`src/cam_clock_compare.sv`:
```
// constants package and the half-rate channel clock comparator
package cam_pkg;
  localparam int ADDR_W = 8;
  localparam int NUM_ALARMS = 4;
  // register byte offsets
  localparam logic [7:0] OFF_STATUS = 8'h00;
  localparam logic [7:0] OFF_MASK = 8'h04;
  localparam logic [7:0] OFF_SUMMARY = 8'h08;
  localparam logic [7:0] OFF_CONTROL = 8'h0C;
  localparam logic [7:0] OFF_INT_MASK = 8'h10;
  // alarm bit positions, shared by status, mask and interrupt mask
  localparam int ALM_PLL_UNLOCK = 0;
  localparam int ALM_LINK_NOT_DATA = 1;
  localparam int ALM_SYSREF_REALIGN = 2;
  localparam int ALM_CLOCK_UPSET = 3;
  // control register bit positions
  localparam int CTRL_LINK_ENABLE = 0;
  localparam int CTRL_PIN_ALARM_SEL = 1;
  localparam int CTRL_CHAN_A_PD = 2;
  localparam int CTRL_CHAN_B_PD = 3;
  localparam int CTRL_GLOBAL_PD = 4;
  localparam int CTRL_W = 5;
  // reset values
  localparam logic [3:0] MASK_RESET = 4'h0;
  localparam logic [3:0] INT_MASK_RESET = 4'hF;
  localparam logic [4:0] CONTROL_RESET = 5'h00;
  // bus responses
  localparam logic [1:0] RESP_OKAY = 2'h0;
  localparam logic [1:0] RESP_SLVERR = 2'h2;
  // half-rate divider: one enable every two cycles of the device clock; HALF_DIV_INIT is its reset value
  localparam logic HALF_DIV_INIT = 1'h0;
endpackage

`timescale 1ns/1ns
module cam_clock_compare #(
  parameter int PHASE_W = 1
) (
  input wire logic aclk,
  input wire logic aresetn,
  input wire logic half_en,
  input wire logic armed,
  input wire logic [PHASE_W-1:0] chan_a_phase,
  input wire logic [PHASE_W-1:0] chan_b_phase,
  output logic upset_pulse
);
  logic upset_reg;
  logic upset_next;

  // elaboration guard: a zero-width phase bus leaves nothing to compare
  if (PHASE_W < 1)
  begin : g_bad_phase_w
    $error("cam_clock_compare: PHASE_W must be at least 1");
  end

  // any disagreement in one half-rate slot while armed counts as an upset
  always_comb
  begin
    upset_next = half_en && armed && (chan_a_phase != chan_b_phase);
  end

  always_ff @(posedge aclk)
  begin
    if (!aresetn)
      upset_reg <= 1'h0;
    else
      upset_reg <= upset_next;
  end

  assign upset_pulse = upset_reg;
endmodule

```
`src/cam_alarm_monitor.sv`:
```
// alarm monitor: sticky alarm status, masks, clock upset check, AXI4-Lite registers
//
// Design decisions made here: register access over AXI4-Lite and the register addresses.
`timescale 1ns/1ns
module cam_alarm_monitor #(
  parameter int PHASE_W = 1
) (
  input wire logic aclk,
  input wire logic aresetn,
  // axi4-lite slave
  input wire logic [cam_pkg::ADDR_W-1:0] s_axi_awaddr,
  input wire logic s_axi_awvalid,
  output logic s_axi_awready,
  input wire logic [31:0] s_axi_wdata,
  input wire logic [3:0] s_axi_wstrb,
  input wire logic s_axi_wvalid,
  output logic s_axi_wready,
  output logic [1:0] s_axi_bresp,
  output logic s_axi_bvalid,
  input wire logic s_axi_bready,
  input wire logic [cam_pkg::ADDR_W-1:0] s_axi_araddr,
  input wire logic s_axi_arvalid,
  output logic s_axi_arready,
  output logic [31:0] s_axi_rdata,
  output logic [1:0] s_axi_rresp,
  output logic s_axi_rvalid,
  input wire logic s_axi_rready,
  // alarm sources
  input wire logic serializer_pll_locked,
  input wire logic link_in_data_state,
  input wire logic sysref_realign,
  input wire logic [PHASE_W-1:0] chan_a_clk_phase,
  input wire logic [PHASE_W-1:0] chan_b_clk_phase,
  input wire logic power_down_pin,
  input wire logic calibration_done,
  // outputs
  output logic calibration_status_pin,
  output logic alarm_irq,
  output logic link_reset_n,
  output logic serializer_powerdown,
  output logic serializer_clk_en,
  output logic channel_a_powerdown,
  output logic channel_b_powerdown
);
  localparam int NA = cam_pkg::NUM_ALARMS;

  // elaboration guard: the highest register offset needs five address bits
  if (cam_pkg::ADDR_W < 5)
  begin : g_bad_addr_w
    $error("cam_alarm_monitor: address too narrow for register map");
  end

  logic [NA-1:0] status_reg;
  logic [NA-1:0] status_next;
  logic [NA-1:0] mask_reg;
  logic [NA-1:0] mask_next;
  logic [NA-1:0] int_mask_reg;
  logic [NA-1:0] int_mask_next;
  logic [cam_pkg::CTRL_W-1:0] control_reg;
  logic [cam_pkg::CTRL_W-1:0] control_next;
  logic half_en_reg;
  logic half_en_next;
  logic global_pd_reg;
  logic global_pd_next;
  logic pin_reg;
  logic pin_next;
  logic [NA-1:0] events;
  logic [NA-1:0] w1c;
  logic upset_pulse;
  logic global_pd;
  logic pd_exit;
  logic armed;
  logic summary;

  // write channel state
  logic aw_held_reg;
  logic aw_held_next;
  logic w_held_reg;
  logic w_held_next;
  logic [cam_pkg::ADDR_W-1:0] waddr_reg;
  logic [cam_pkg::ADDR_W-1:0] waddr_next;
  logic [31:0] wdata_reg;
  logic [31:0] wdata_next;
  logic wstrb0_reg;
  logic wstrb0_next;
  logic bvalid_reg;
  logic bvalid_next;
  logic [1:0] bresp_reg;
  logic [1:0] bresp_next;
  // read channel state
  logic rvalid_reg;
  logic rvalid_next;
  logic [31:0] rdata_reg;
  logic [31:0] rdata_next;
  logic [1:0] rresp_reg;
  logic [1:0] rresp_next;
  logic commit;
  logic wr_ok;

  // half-rate enable from a divide-by-two of the device clock
  always_comb
  begin
    half_en_next = ~half_en_reg;
  end

  // global power-down from mode bit or pin; its falling edge marks the exit
  assign global_pd = control_reg[cam_pkg::CTRL_GLOBAL_PD] | power_down_pin;
  assign pd_exit = global_pd_reg & ~global_pd;
  // comparing is only meaningful with both channels running and the link up
  assign armed = control_reg[cam_pkg::CTRL_LINK_ENABLE]
               & ~control_reg[cam_pkg::CTRL_CHAN_A_PD]
               & ~control_reg[cam_pkg::CTRL_CHAN_B_PD]
               & ~global_pd;

  cam_clock_compare #(
    .PHASE_W(PHASE_W)
  ) u_compare (
    .aclk(aclk),
    .aresetn(aresetn),
    .half_en(half_en_reg),
    .armed(armed),
    .chan_a_phase(chan_a_clk_phase),
    .chan_b_phase(chan_b_clk_phase),
    .upset_pulse(upset_pulse)
  );

  // alarm conditions, one bit per alarm type
  always_comb
  begin
    events = '0;
    events[cam_pkg::ALM_PLL_UNLOCK] = ~serializer_pll_locked;
    events[cam_pkg::ALM_LINK_NOT_DATA] = ~link_in_data_state;
    events[cam_pkg::ALM_SYSREF_REALIGN] = sysref_realign;
    events[cam_pkg::ALM_CLOCK_UPSET] = upset_pulse | pd_exit;
  end

  // write decode: a write commits once address and data are both held
  assign commit = aw_held_reg & w_held_reg & ~bvalid_reg;
  assign wr_ok = (waddr_reg == cam_pkg::OFF_STATUS) || (waddr_reg == cam_pkg::OFF_MASK)
              || (waddr_reg == cam_pkg::OFF_SUMMARY) || (waddr_reg == cam_pkg::OFF_CONTROL)
              || (waddr_reg == cam_pkg::OFF_INT_MASK);
  assign w1c = (commit && wstrb0_reg && waddr_reg == cam_pkg::OFF_STATUS)
             ? wdata_reg[NA-1:0] : '0;

  // sticky status: a new event wins over a clear in the same cycle
  always_comb
  begin
    status_next = (status_reg & ~w1c) | events;
  end

  // configuration registers, written through byte lane 0 only
  always_comb
  begin
    mask_next = mask_reg;
    int_mask_next = int_mask_reg;
    control_next = control_reg;
    if (commit && wstrb0_reg)
    begin
      if (waddr_reg == cam_pkg::OFF_MASK)
        mask_next = wdata_reg[NA-1:0];
      else if (waddr_reg == cam_pkg::OFF_CONTROL)
        control_next = wdata_reg[cam_pkg::CTRL_W-1:0];
      else if (waddr_reg == cam_pkg::OFF_INT_MASK)
        int_mask_next = wdata_reg[NA-1:0];
    end
  end

  // summary and pin; the pin shows calibration state unless alarm output is chosen
  assign summary = |(status_reg & ~mask_reg);
  always_comb
  begin
    global_pd_next = global_pd;
    pin_next = control_reg[cam_pkg::CTRL_PIN_ALARM_SEL] ? summary : calibration_done;
  end

  // axi write channel
  always_comb
  begin
    aw_held_next = aw_held_reg;
    w_held_next = w_held_reg;
    waddr_next = waddr_reg;
    wdata_next = wdata_reg;
    wstrb0_next = wstrb0_reg;
    bvalid_next = bvalid_reg;
    bresp_next = bresp_reg;
    if (s_axi_awvalid && s_axi_awready)
    begin
      aw_held_next = 1'h1;
      waddr_next = s_axi_awaddr;
    end
    if (s_axi_wvalid && s_axi_wready)
    begin
      w_held_next = 1'h1;
      wdata_next = s_axi_wdata;
      wstrb0_next = s_axi_wstrb[0];
    end
    if (commit)
    begin
      aw_held_next = 1'h0;
      w_held_next = 1'h0;
      bvalid_next = 1'h1;
      bresp_next = wr_ok ? cam_pkg::RESP_OKAY : cam_pkg::RESP_SLVERR;
    end
    else if (bvalid_reg && s_axi_bready)
    begin
      bvalid_next = 1'h0;
    end
  end

  // axi read channel; unmapped addresses read zero with slverr
  always_comb
  begin
    rvalid_next = rvalid_reg;
    rdata_next = rdata_reg;
    rresp_next = rresp_reg;
    if (s_axi_arvalid && s_axi_arready)
    begin
      rvalid_next = 1'h1;
      rdata_next = 32'h0000_0000;
      rresp_next = cam_pkg::RESP_OKAY;
      if (s_axi_araddr == cam_pkg::OFF_STATUS)
        rdata_next[NA-1:0] = status_reg;
      else if (s_axi_araddr == cam_pkg::OFF_MASK)
        rdata_next[NA-1:0] = mask_reg;
      else if (s_axi_araddr == cam_pkg::OFF_SUMMARY)
        rdata_next[0] = summary;
      else if (s_axi_araddr == cam_pkg::OFF_CONTROL)
        rdata_next[cam_pkg::CTRL_W-1:0] = control_reg;
      else if (s_axi_araddr == cam_pkg::OFF_INT_MASK)
        rdata_next[NA-1:0] = int_mask_reg;
      else
        rresp_next = cam_pkg::RESP_SLVERR;
    end
    else if (rvalid_reg && s_axi_rready)
    begin
      rvalid_next = 1'h0;
    end
  end

  always_ff @(posedge aclk)
  begin
    if (!aresetn)
    begin
      status_reg <= '0;
      mask_reg <= cam_pkg::MASK_RESET;
      int_mask_reg <= cam_pkg::INT_MASK_RESET;
      control_reg <= cam_pkg::CONTROL_RESET;
      half_en_reg <= cam_pkg::HALF_DIV_INIT;
      global_pd_reg <= 1'h0;
      pin_reg <= 1'h0;
      aw_held_reg <= 1'h0;
      w_held_reg <= 1'h0;
      waddr_reg <= '0;
      wdata_reg <= 32'h0000_0000;
      wstrb0_reg <= 1'h0;
      bvalid_reg <= 1'h0;
      bresp_reg <= cam_pkg::RESP_OKAY;
      rvalid_reg <= 1'h0;
      rdata_reg <= 32'h0000_0000;
      rresp_reg <= cam_pkg::RESP_OKAY;
    end
    else
    begin
      status_reg <= status_next;
      mask_reg <= mask_next;
      int_mask_reg <= int_mask_next;
      control_reg <= control_next;
      half_en_reg <= half_en_next;
      global_pd_reg <= global_pd_next;
      pin_reg <= pin_next;
      aw_held_reg <= aw_held_next;
      w_held_reg <= w_held_next;
      waddr_reg <= waddr_next;
      wdata_reg <= wdata_next;
      wstrb0_reg <= wstrb0_next;
      bvalid_reg <= bvalid_next;
      bresp_reg <= bresp_next;
      rvalid_reg <= rvalid_next;
      rdata_reg <= rdata_next;
      rresp_reg <= rresp_next;
    end
  end

  // one transfer per channel at a time keeps the slave free of queues
  assign s_axi_awready = ~aw_held_reg & ~bvalid_reg;
  assign s_axi_wready = ~w_held_reg & ~bvalid_reg;
  assign s_axi_bvalid = bvalid_reg;
  assign s_axi_bresp = bresp_reg;
  assign s_axi_arready = ~rvalid_reg;
  assign s_axi_rvalid = rvalid_reg;
  assign s_axi_rdata = rdata_reg;
  assign s_axi_rresp = rresp_reg;

  assign calibration_status_pin = pin_reg;
  assign alarm_irq = |(status_reg & ~int_mask_reg);
  // link held in reset, serializers off and clocks gated while disabled
  assign link_reset_n = control_reg[cam_pkg::CTRL_LINK_ENABLE];
  assign serializer_powerdown = ~control_reg[cam_pkg::CTRL_LINK_ENABLE];
  assign serializer_clk_en = control_reg[cam_pkg::CTRL_LINK_ENABLE];
  assign channel_a_powerdown = control_reg[cam_pkg::CTRL_CHAN_A_PD];
  assign channel_b_powerdown = control_reg[cam_pkg::CTRL_CHAN_B_PD];
endmodule

```
`config.mk`:
```
export PLATFORM = sky130hd
export DESIGN_NAME = cam_alarm_monitor
export DESIGN_NICKNAME = d
export VERILOG_FILES = /design/src/cam_clock_compare.sv /design/src/cam_alarm_monitor.sv
export SDC_FILE = /design/constraint.sdc
export NUM_CORES = 1
export LEC_CHECK = 0
export BUFFER_PORTS_ARGS = -buffer_cell sky130_fd_sc_hd__buf_4
export CAP_MARGIN = 20
export CORE_ASPECT_RATIO = 2
export CORE_MARGIN = 4
export CORE_UTILIZATION = 35
export CTS_CLUSTER_SIZE = 16
export DETAILED_ROUTE_END_ITERATION = 8
export GPL_ROUTABILITY_DRIVEN = 0
export MAX_ROUTING_LAYER = met4
export PLACE_DENSITY = 0.63
export RECOVER_POWER = 50
export SYNTH_ARGS = -nofsm -noshare
export SYNTH_HDL_FRONTEND = slang
export SYNTH_SLANG_ARGS = --single-unit
```
`constraint.sdc`:
```
create_clock -name aclk -period 2.1 [get_ports aclk]
set_clock_uncertainty 0.2 [all_clocks]
set_input_delay 0.105 -clock aclk [delete_from_list [all_inputs] [get_ports aclk]]
set_output_delay 0.105 -clock aclk [all_outputs]
set_load 0.03 [all_outputs]
```
# After elaboration in Yosys (flattened, before gate mapping)
# Index checks and enable logic that the tools add are counted.
[word_totals]
regBits = 48
latch_bits = 0
ram_bits = 0
romBits = 0
in_bits = 66
output_inout_bits = 48
memories = 0
[classes]
n_addsub = 0
multipliers = 0
div_mod_pow = 0
n_lt_le_gt_ge = 0
eq_ne = 9
n_shift = 0
muxes = 21
n_bitwise = 31
n_reduce_logical = 23
[op_table]
columns = ["operator", "n"]
rows = [
  ["$eq A8 B4 Y1 const B", 4],
  ["$mux W4", 6],
  ["$eq A8 B3 Y1 const B", 2],
  ["$eq A8 B5 Y1 const B", 2],
  ["$logic_not A8 Y1", 2],
  ["$not A1 Y1", 14],
  ["$and A4 B4 Y4", 3],
  ["$mux W2", 6],
  ["$not A4 Y4", 3],
  ["$logic_and A1 B1 Y1", 9],
  ["$mux W1", 9],
  ["$and A1 B1 Y1", 8],
  ["$reduce_or A4 Y1", 2],
  ["$logic_or A1 B1 Y1", 4],
  ["$or A4 B4 Y4", 1],
  ["$reduce_and A4 Y1", 1],
  ["$reduce_bool A2 Y1", 2],
  ["$reduce_and A3 Y1", 1],
  ["$or A1 B1 Y1", 2],
  ["$reduce_and A2 Y1", 1],
  ["$reduce_or A2 Y1", 1],
  ["$ne A1 B1 Y1", 1],
]

# Longest topological paths before layout
[depth]
depth_word = 8
ltp_mapped = 5
depth_no_buf = 4

# By module
# Synthesis repeated with hierarchy kept, for this count alone.
[unflattened]
cells_unflattened = 269
hier_area_um2 = 2288.4
[modules_own_cells]
columns = ["module", "instances", "cells_per_inst", "area_each_um2"]
rows = [
  ["cam_alarm_monitor", 1, 265, 2250.9],
  ["cam_clock_compare", 1, 4, 37.5],
]

# Worst setup path after synthesis
# OpenSTA, ideal clock, no wires.
[synth_path]
path_type = "register -> register"
from = "reg waddr_reg[1] in the netlist's numbering"
to = "reg status_reg[3]"
setup_time_ns = 0.143
t_arrival_ns = 1.746
required_time_ns = 1.757
setup_slack_ns = 0.011
path_stages_with_launch = 5
n_path_buf = 0
period_less_slack_ns = 2.089
path_cell_list = "dfxtp_1 -> or4_4 -> or3_4 -> nor4_1 -> a31oi_1"
[synth_between]
elab_chain_len = 6
[synth_lines]
columns = ["element", "line", "rtl"]
rows = [
  ["from (decl)", "cam_alarm_monitor.sv:80", "logic [cam_pkg::ADDR_W-1:0] waddr_reg;"],
  ["from (signal assigned)", "cam_alarm_monitor.sv:273", "waddr_reg <= waddr_next;"],
  ["$logic_not A8 Y1", "cam_alarm_monitor.sv:142", "assign w1c = (commit && wstrb0_reg && waddr_reg == cam_pkg::OFF_STATUS)"],
  ["$logic_and A1 B1 Y1", "cam_alarm_monitor.sv:142", ""],
  ["$mux W4", "cam_alarm_monitor.sv:143", "? wdata_reg[NA-1:0] : '0;"],
  ["$not A4 Y4", "cam_alarm_monitor.sv:148", "status_next = (status_reg & ~w1c) | events;"],
  ["$and A4 B4 Y4", "cam_alarm_monitor.sv:148", ""],
  ["$or A4 B4 Y4", "cam_alarm_monitor.sv:148", ""],
  ["to (signal assigned)", "cam_alarm_monitor.sv:264", "status_reg <= status_next;"],
  ["to (decl)", "cam_alarm_monitor.sv:53", "logic [NA-1:0] status_reg;"],
]
# Every way passes these cells.
# A chain may end at the register's enable or synchronous reset.

# Worst setup path after layout
[layout_path]
from = "reg waddr_reg[7] in the netlist's numbering"
to = "reg mask_reg[1]"
[layout_between]
elab_chain_len = 2
[layout_lines]
columns = ["element", "line", "rtl"]
rows = [
  ["$eq A8 B3 Y1", "cam_alarm_monitor.sv:159", "if (waddr_reg == cam_pkg::OFF_MASK)"],
  ["$reduce_and A2 Y1 (no source line)", "n/a", ""],
  ["to (signal assigned)", "cam_alarm_monitor.sv:245", "mask_reg <= cam_pkg::MASK_RESET;"],
  ["to (signal assigned)", "cam_alarm_monitor.sv:265", "mask_reg <= mask_next;"],
  ["to (decl)", "cam_alarm_monitor.sv:55", "logic [NA-1:0] mask_reg;"],
]
# Every way passes these cells.

==> impl_metrics.json <==
{
  "status": "finished clean",
  "insertion_delay_ns": 0.28,
  "drc": 0,
  "timing.fmax_ghz": 0.492,
  "io_pins": 114,
  "grt_use_total_pct": 14.6,
  "dr.pass1.iters": 4,
  "numCtsBuffers": 5,
  "mostFrequentLayoutCell": "dfxtp_1",
  "hpwl_um": 4190,
  "syn_inst": 269,
  "async_flop_share_pct": 0,
  "rsz0062_at_grt": "yes",
  "tightest_slew_ns": 0.568,
  "port_buffers": 54,
  "start_util_pct": 36.2,
  "core_area_sq_um": 6310,
  "row_count": 41,
  "ys_seq_area_share_pct": 40.3,
  "via_count": 2055,
  "setup_viol_count_final": 0,
  "drt-total-wl_um": 5600,
  "n_fill_cell": 654,
  "cts_root_buf": "clkbuf_16",
  "cp-start-kind": "register",
  "synth_seq_cells": 46,
  "cts_setup_buffers": 0,
  "drive_gt1_share_pct": 17.0,
  "ys.flop_type": "dfxtp_1",
  "hold_viol_final": 0,
  "hold_class": "input port to register",
  "die_w_um": 65.2,
  "yosys_warnings": 0,
  "final_cell_mix": "46 x dfxtp_1, 40 x buf_4, 39 x nand2_1",
  "wire_per_inst_um": 12.8,
  "min_period_ns": 2.03,
  "dpl_cell_area_sq_um": 2700,
  "antenna_cells": 0,
  "yosysUniqueCellTypes": 43,
  "drv_cap": 0,
  "clk_pin_slew_worst_paths_ns": 0.06,
  "slew_viol_final": 0,
  "grt_pass1_wl_um": 8850,
  "area_growth_pct": 33.6,
  "largest_reg_flops": 8,
  "tritoncts": "done",
  "power_density_nw_per_um2": 717,
  "viasPerCell": 4.69,
  "ant_nets": 0,
  "avgSynthCellArea_sq_um": 8.50,
  "end_kind": "register",
  "stdcell_count": 438,
  "ff2ff_setup_slack_ns": 0.07,
  "max_slew_margin_pct": 62.1,
  "grt_max_degree": 57,
  "clkSinkCount": 46,
  "setup_tns_ns": 0,
  "final_nets": 417,
  "fin_crit_sh_pct": 96.8,
  "arrival_ns": 2.04,
  "design_area_sq_um": 3060,
  "vdd.ir_drop.worst_mv": 0.426,
  "required_ns": 2.11,
  "holdWs_ns": 0.00696,
  "placed_cells": 404,
  "grt_pass1_vias": 1983,
  "dieHeight_um": 122,
  "fin_total_pwr_mw": 2.19,
  "antenna_found_initial": 0,
  "critPathKind": "register to register",
  "synth_edf_count": 0,
  "critPathMaxFanout": 4,
  "drtIter0Drc": 44,
  "die_area_sq_um": 7970,
  "overflow": 0,
  "p_leak_nw": 1.22,
  "synth_area_sq_um": 2290,
  "clock_path_buffers": 2,
  "ctsHtreeMaxLevel": 2
}
[path summary, 6_finish.rpt]
| path | depth (start not counted) | startpoint | end |
|---|---|---|---|
| max | 5 | waddr_reg[7] | mask_reg[1] |
| min reg2reg | 1 | half_en_reg | half_en_reg |
| max reg2reg | 5 | waddr_reg[7] | mask_reg[1] |
| min | 4 | s_axi_araddr[7] | s_axi_rdata[3] |
[through the flow]
step	setup WS, ns	utilization (%)
after floorplan	0.0107	-
after global placement	0.0394	42.8
after detailed placement	-0.00270	42.8
after CTS	0.00110	49.5
after global routing	-0.0300	48.4
final	0.0667	48.4
[synth_stat cells, types with 4 or more instances]
master	number	area (sq um)
nor2_1	6	22.5
nor3_1	4	20.0
a31oi_1	6	37.5
a21boi_0	11	82.6
nand3_1	7	35.0
nand2b_1	6	37.5
inv_1	15	56.3
clkbuf_1	11	41.3
o21ai_0	16	80.1
o32ai_1	4	35.0
a21oi_1	7	35.0
nor2b_1	13	81.3
dfxtp_1	46	921
nand2_1	39	146
buf_4	30	225
mux2i_1	12	120
o221ai_1	4	35.0
[worst max-delay path, cell delays in order (launching register included)]
cell and delay [ns]:
dfxtp_1 0.31, or4_4 0.54, or3_4 0.36, nor4b_4 0.20, buf_4 0.18, mux2i_1 0.18
[logic make-up (layout without fill, tap and decap cells)]
kind of cell	Yosys count	after routing	share of synthesized area (%)
AND/OR/NAND/NOR	95	95	23.2
AO/OA/AOI/OAI	57	57	16.5
buffers and inverters	57	112	14.3
flip-flops	46	46	40.3
multiplexers	12	12	5.25
other	1	29	0.164
XOR/XNOR	1	1	0.383
[power by group]
part / internal [mW] / leakage (nW) / total [mW] / switching [mW]
Sequential: 0.913 / 0.377 / 0.950 / 0.0370
Clock: 0.562 / 0.0781 / 0.870 / 0.308
Combinational: 0.153 / 0.763 / 0.371 / 0.218
Total: 1.63 / 1.22 / 2.19 / 0.562
[per-layer routing]
metal / GRT usage [%] / vias up / routed length (um)
met4: 7.14 / 0 / 178
met1: 12.8 / 938 / 1870
met2: 28.6 / 74 / 3250
li1: - / 1030 / -
met3: 2.75 / 13 / 300
met5: - / - / 0
[repair_timing]
action,4_1_cts,5_1_grt
hold endpoints to repair,23,0
pin swaps,3,1
setup endpoints to repair,1,7
hold buffers,26,0
gates resized for setup,0,1
[area by class of cell]
class / count / area (sq um) / share of cell area, %
clock buffer: 7 / 133 / 4.34
sequential: 46 / 921 / 30.1
clock inverter: 1 / 30.0 / 0.982
tap: 86 / 108 / 3.52
timing repair buffer: 89 / 662 / 21.7
inverter: 15 / 56.3 / 1.84
multi-input combinational: 194 / 1150 / 37.5
No activity file was read; power rests on OpenSTA's default activity.
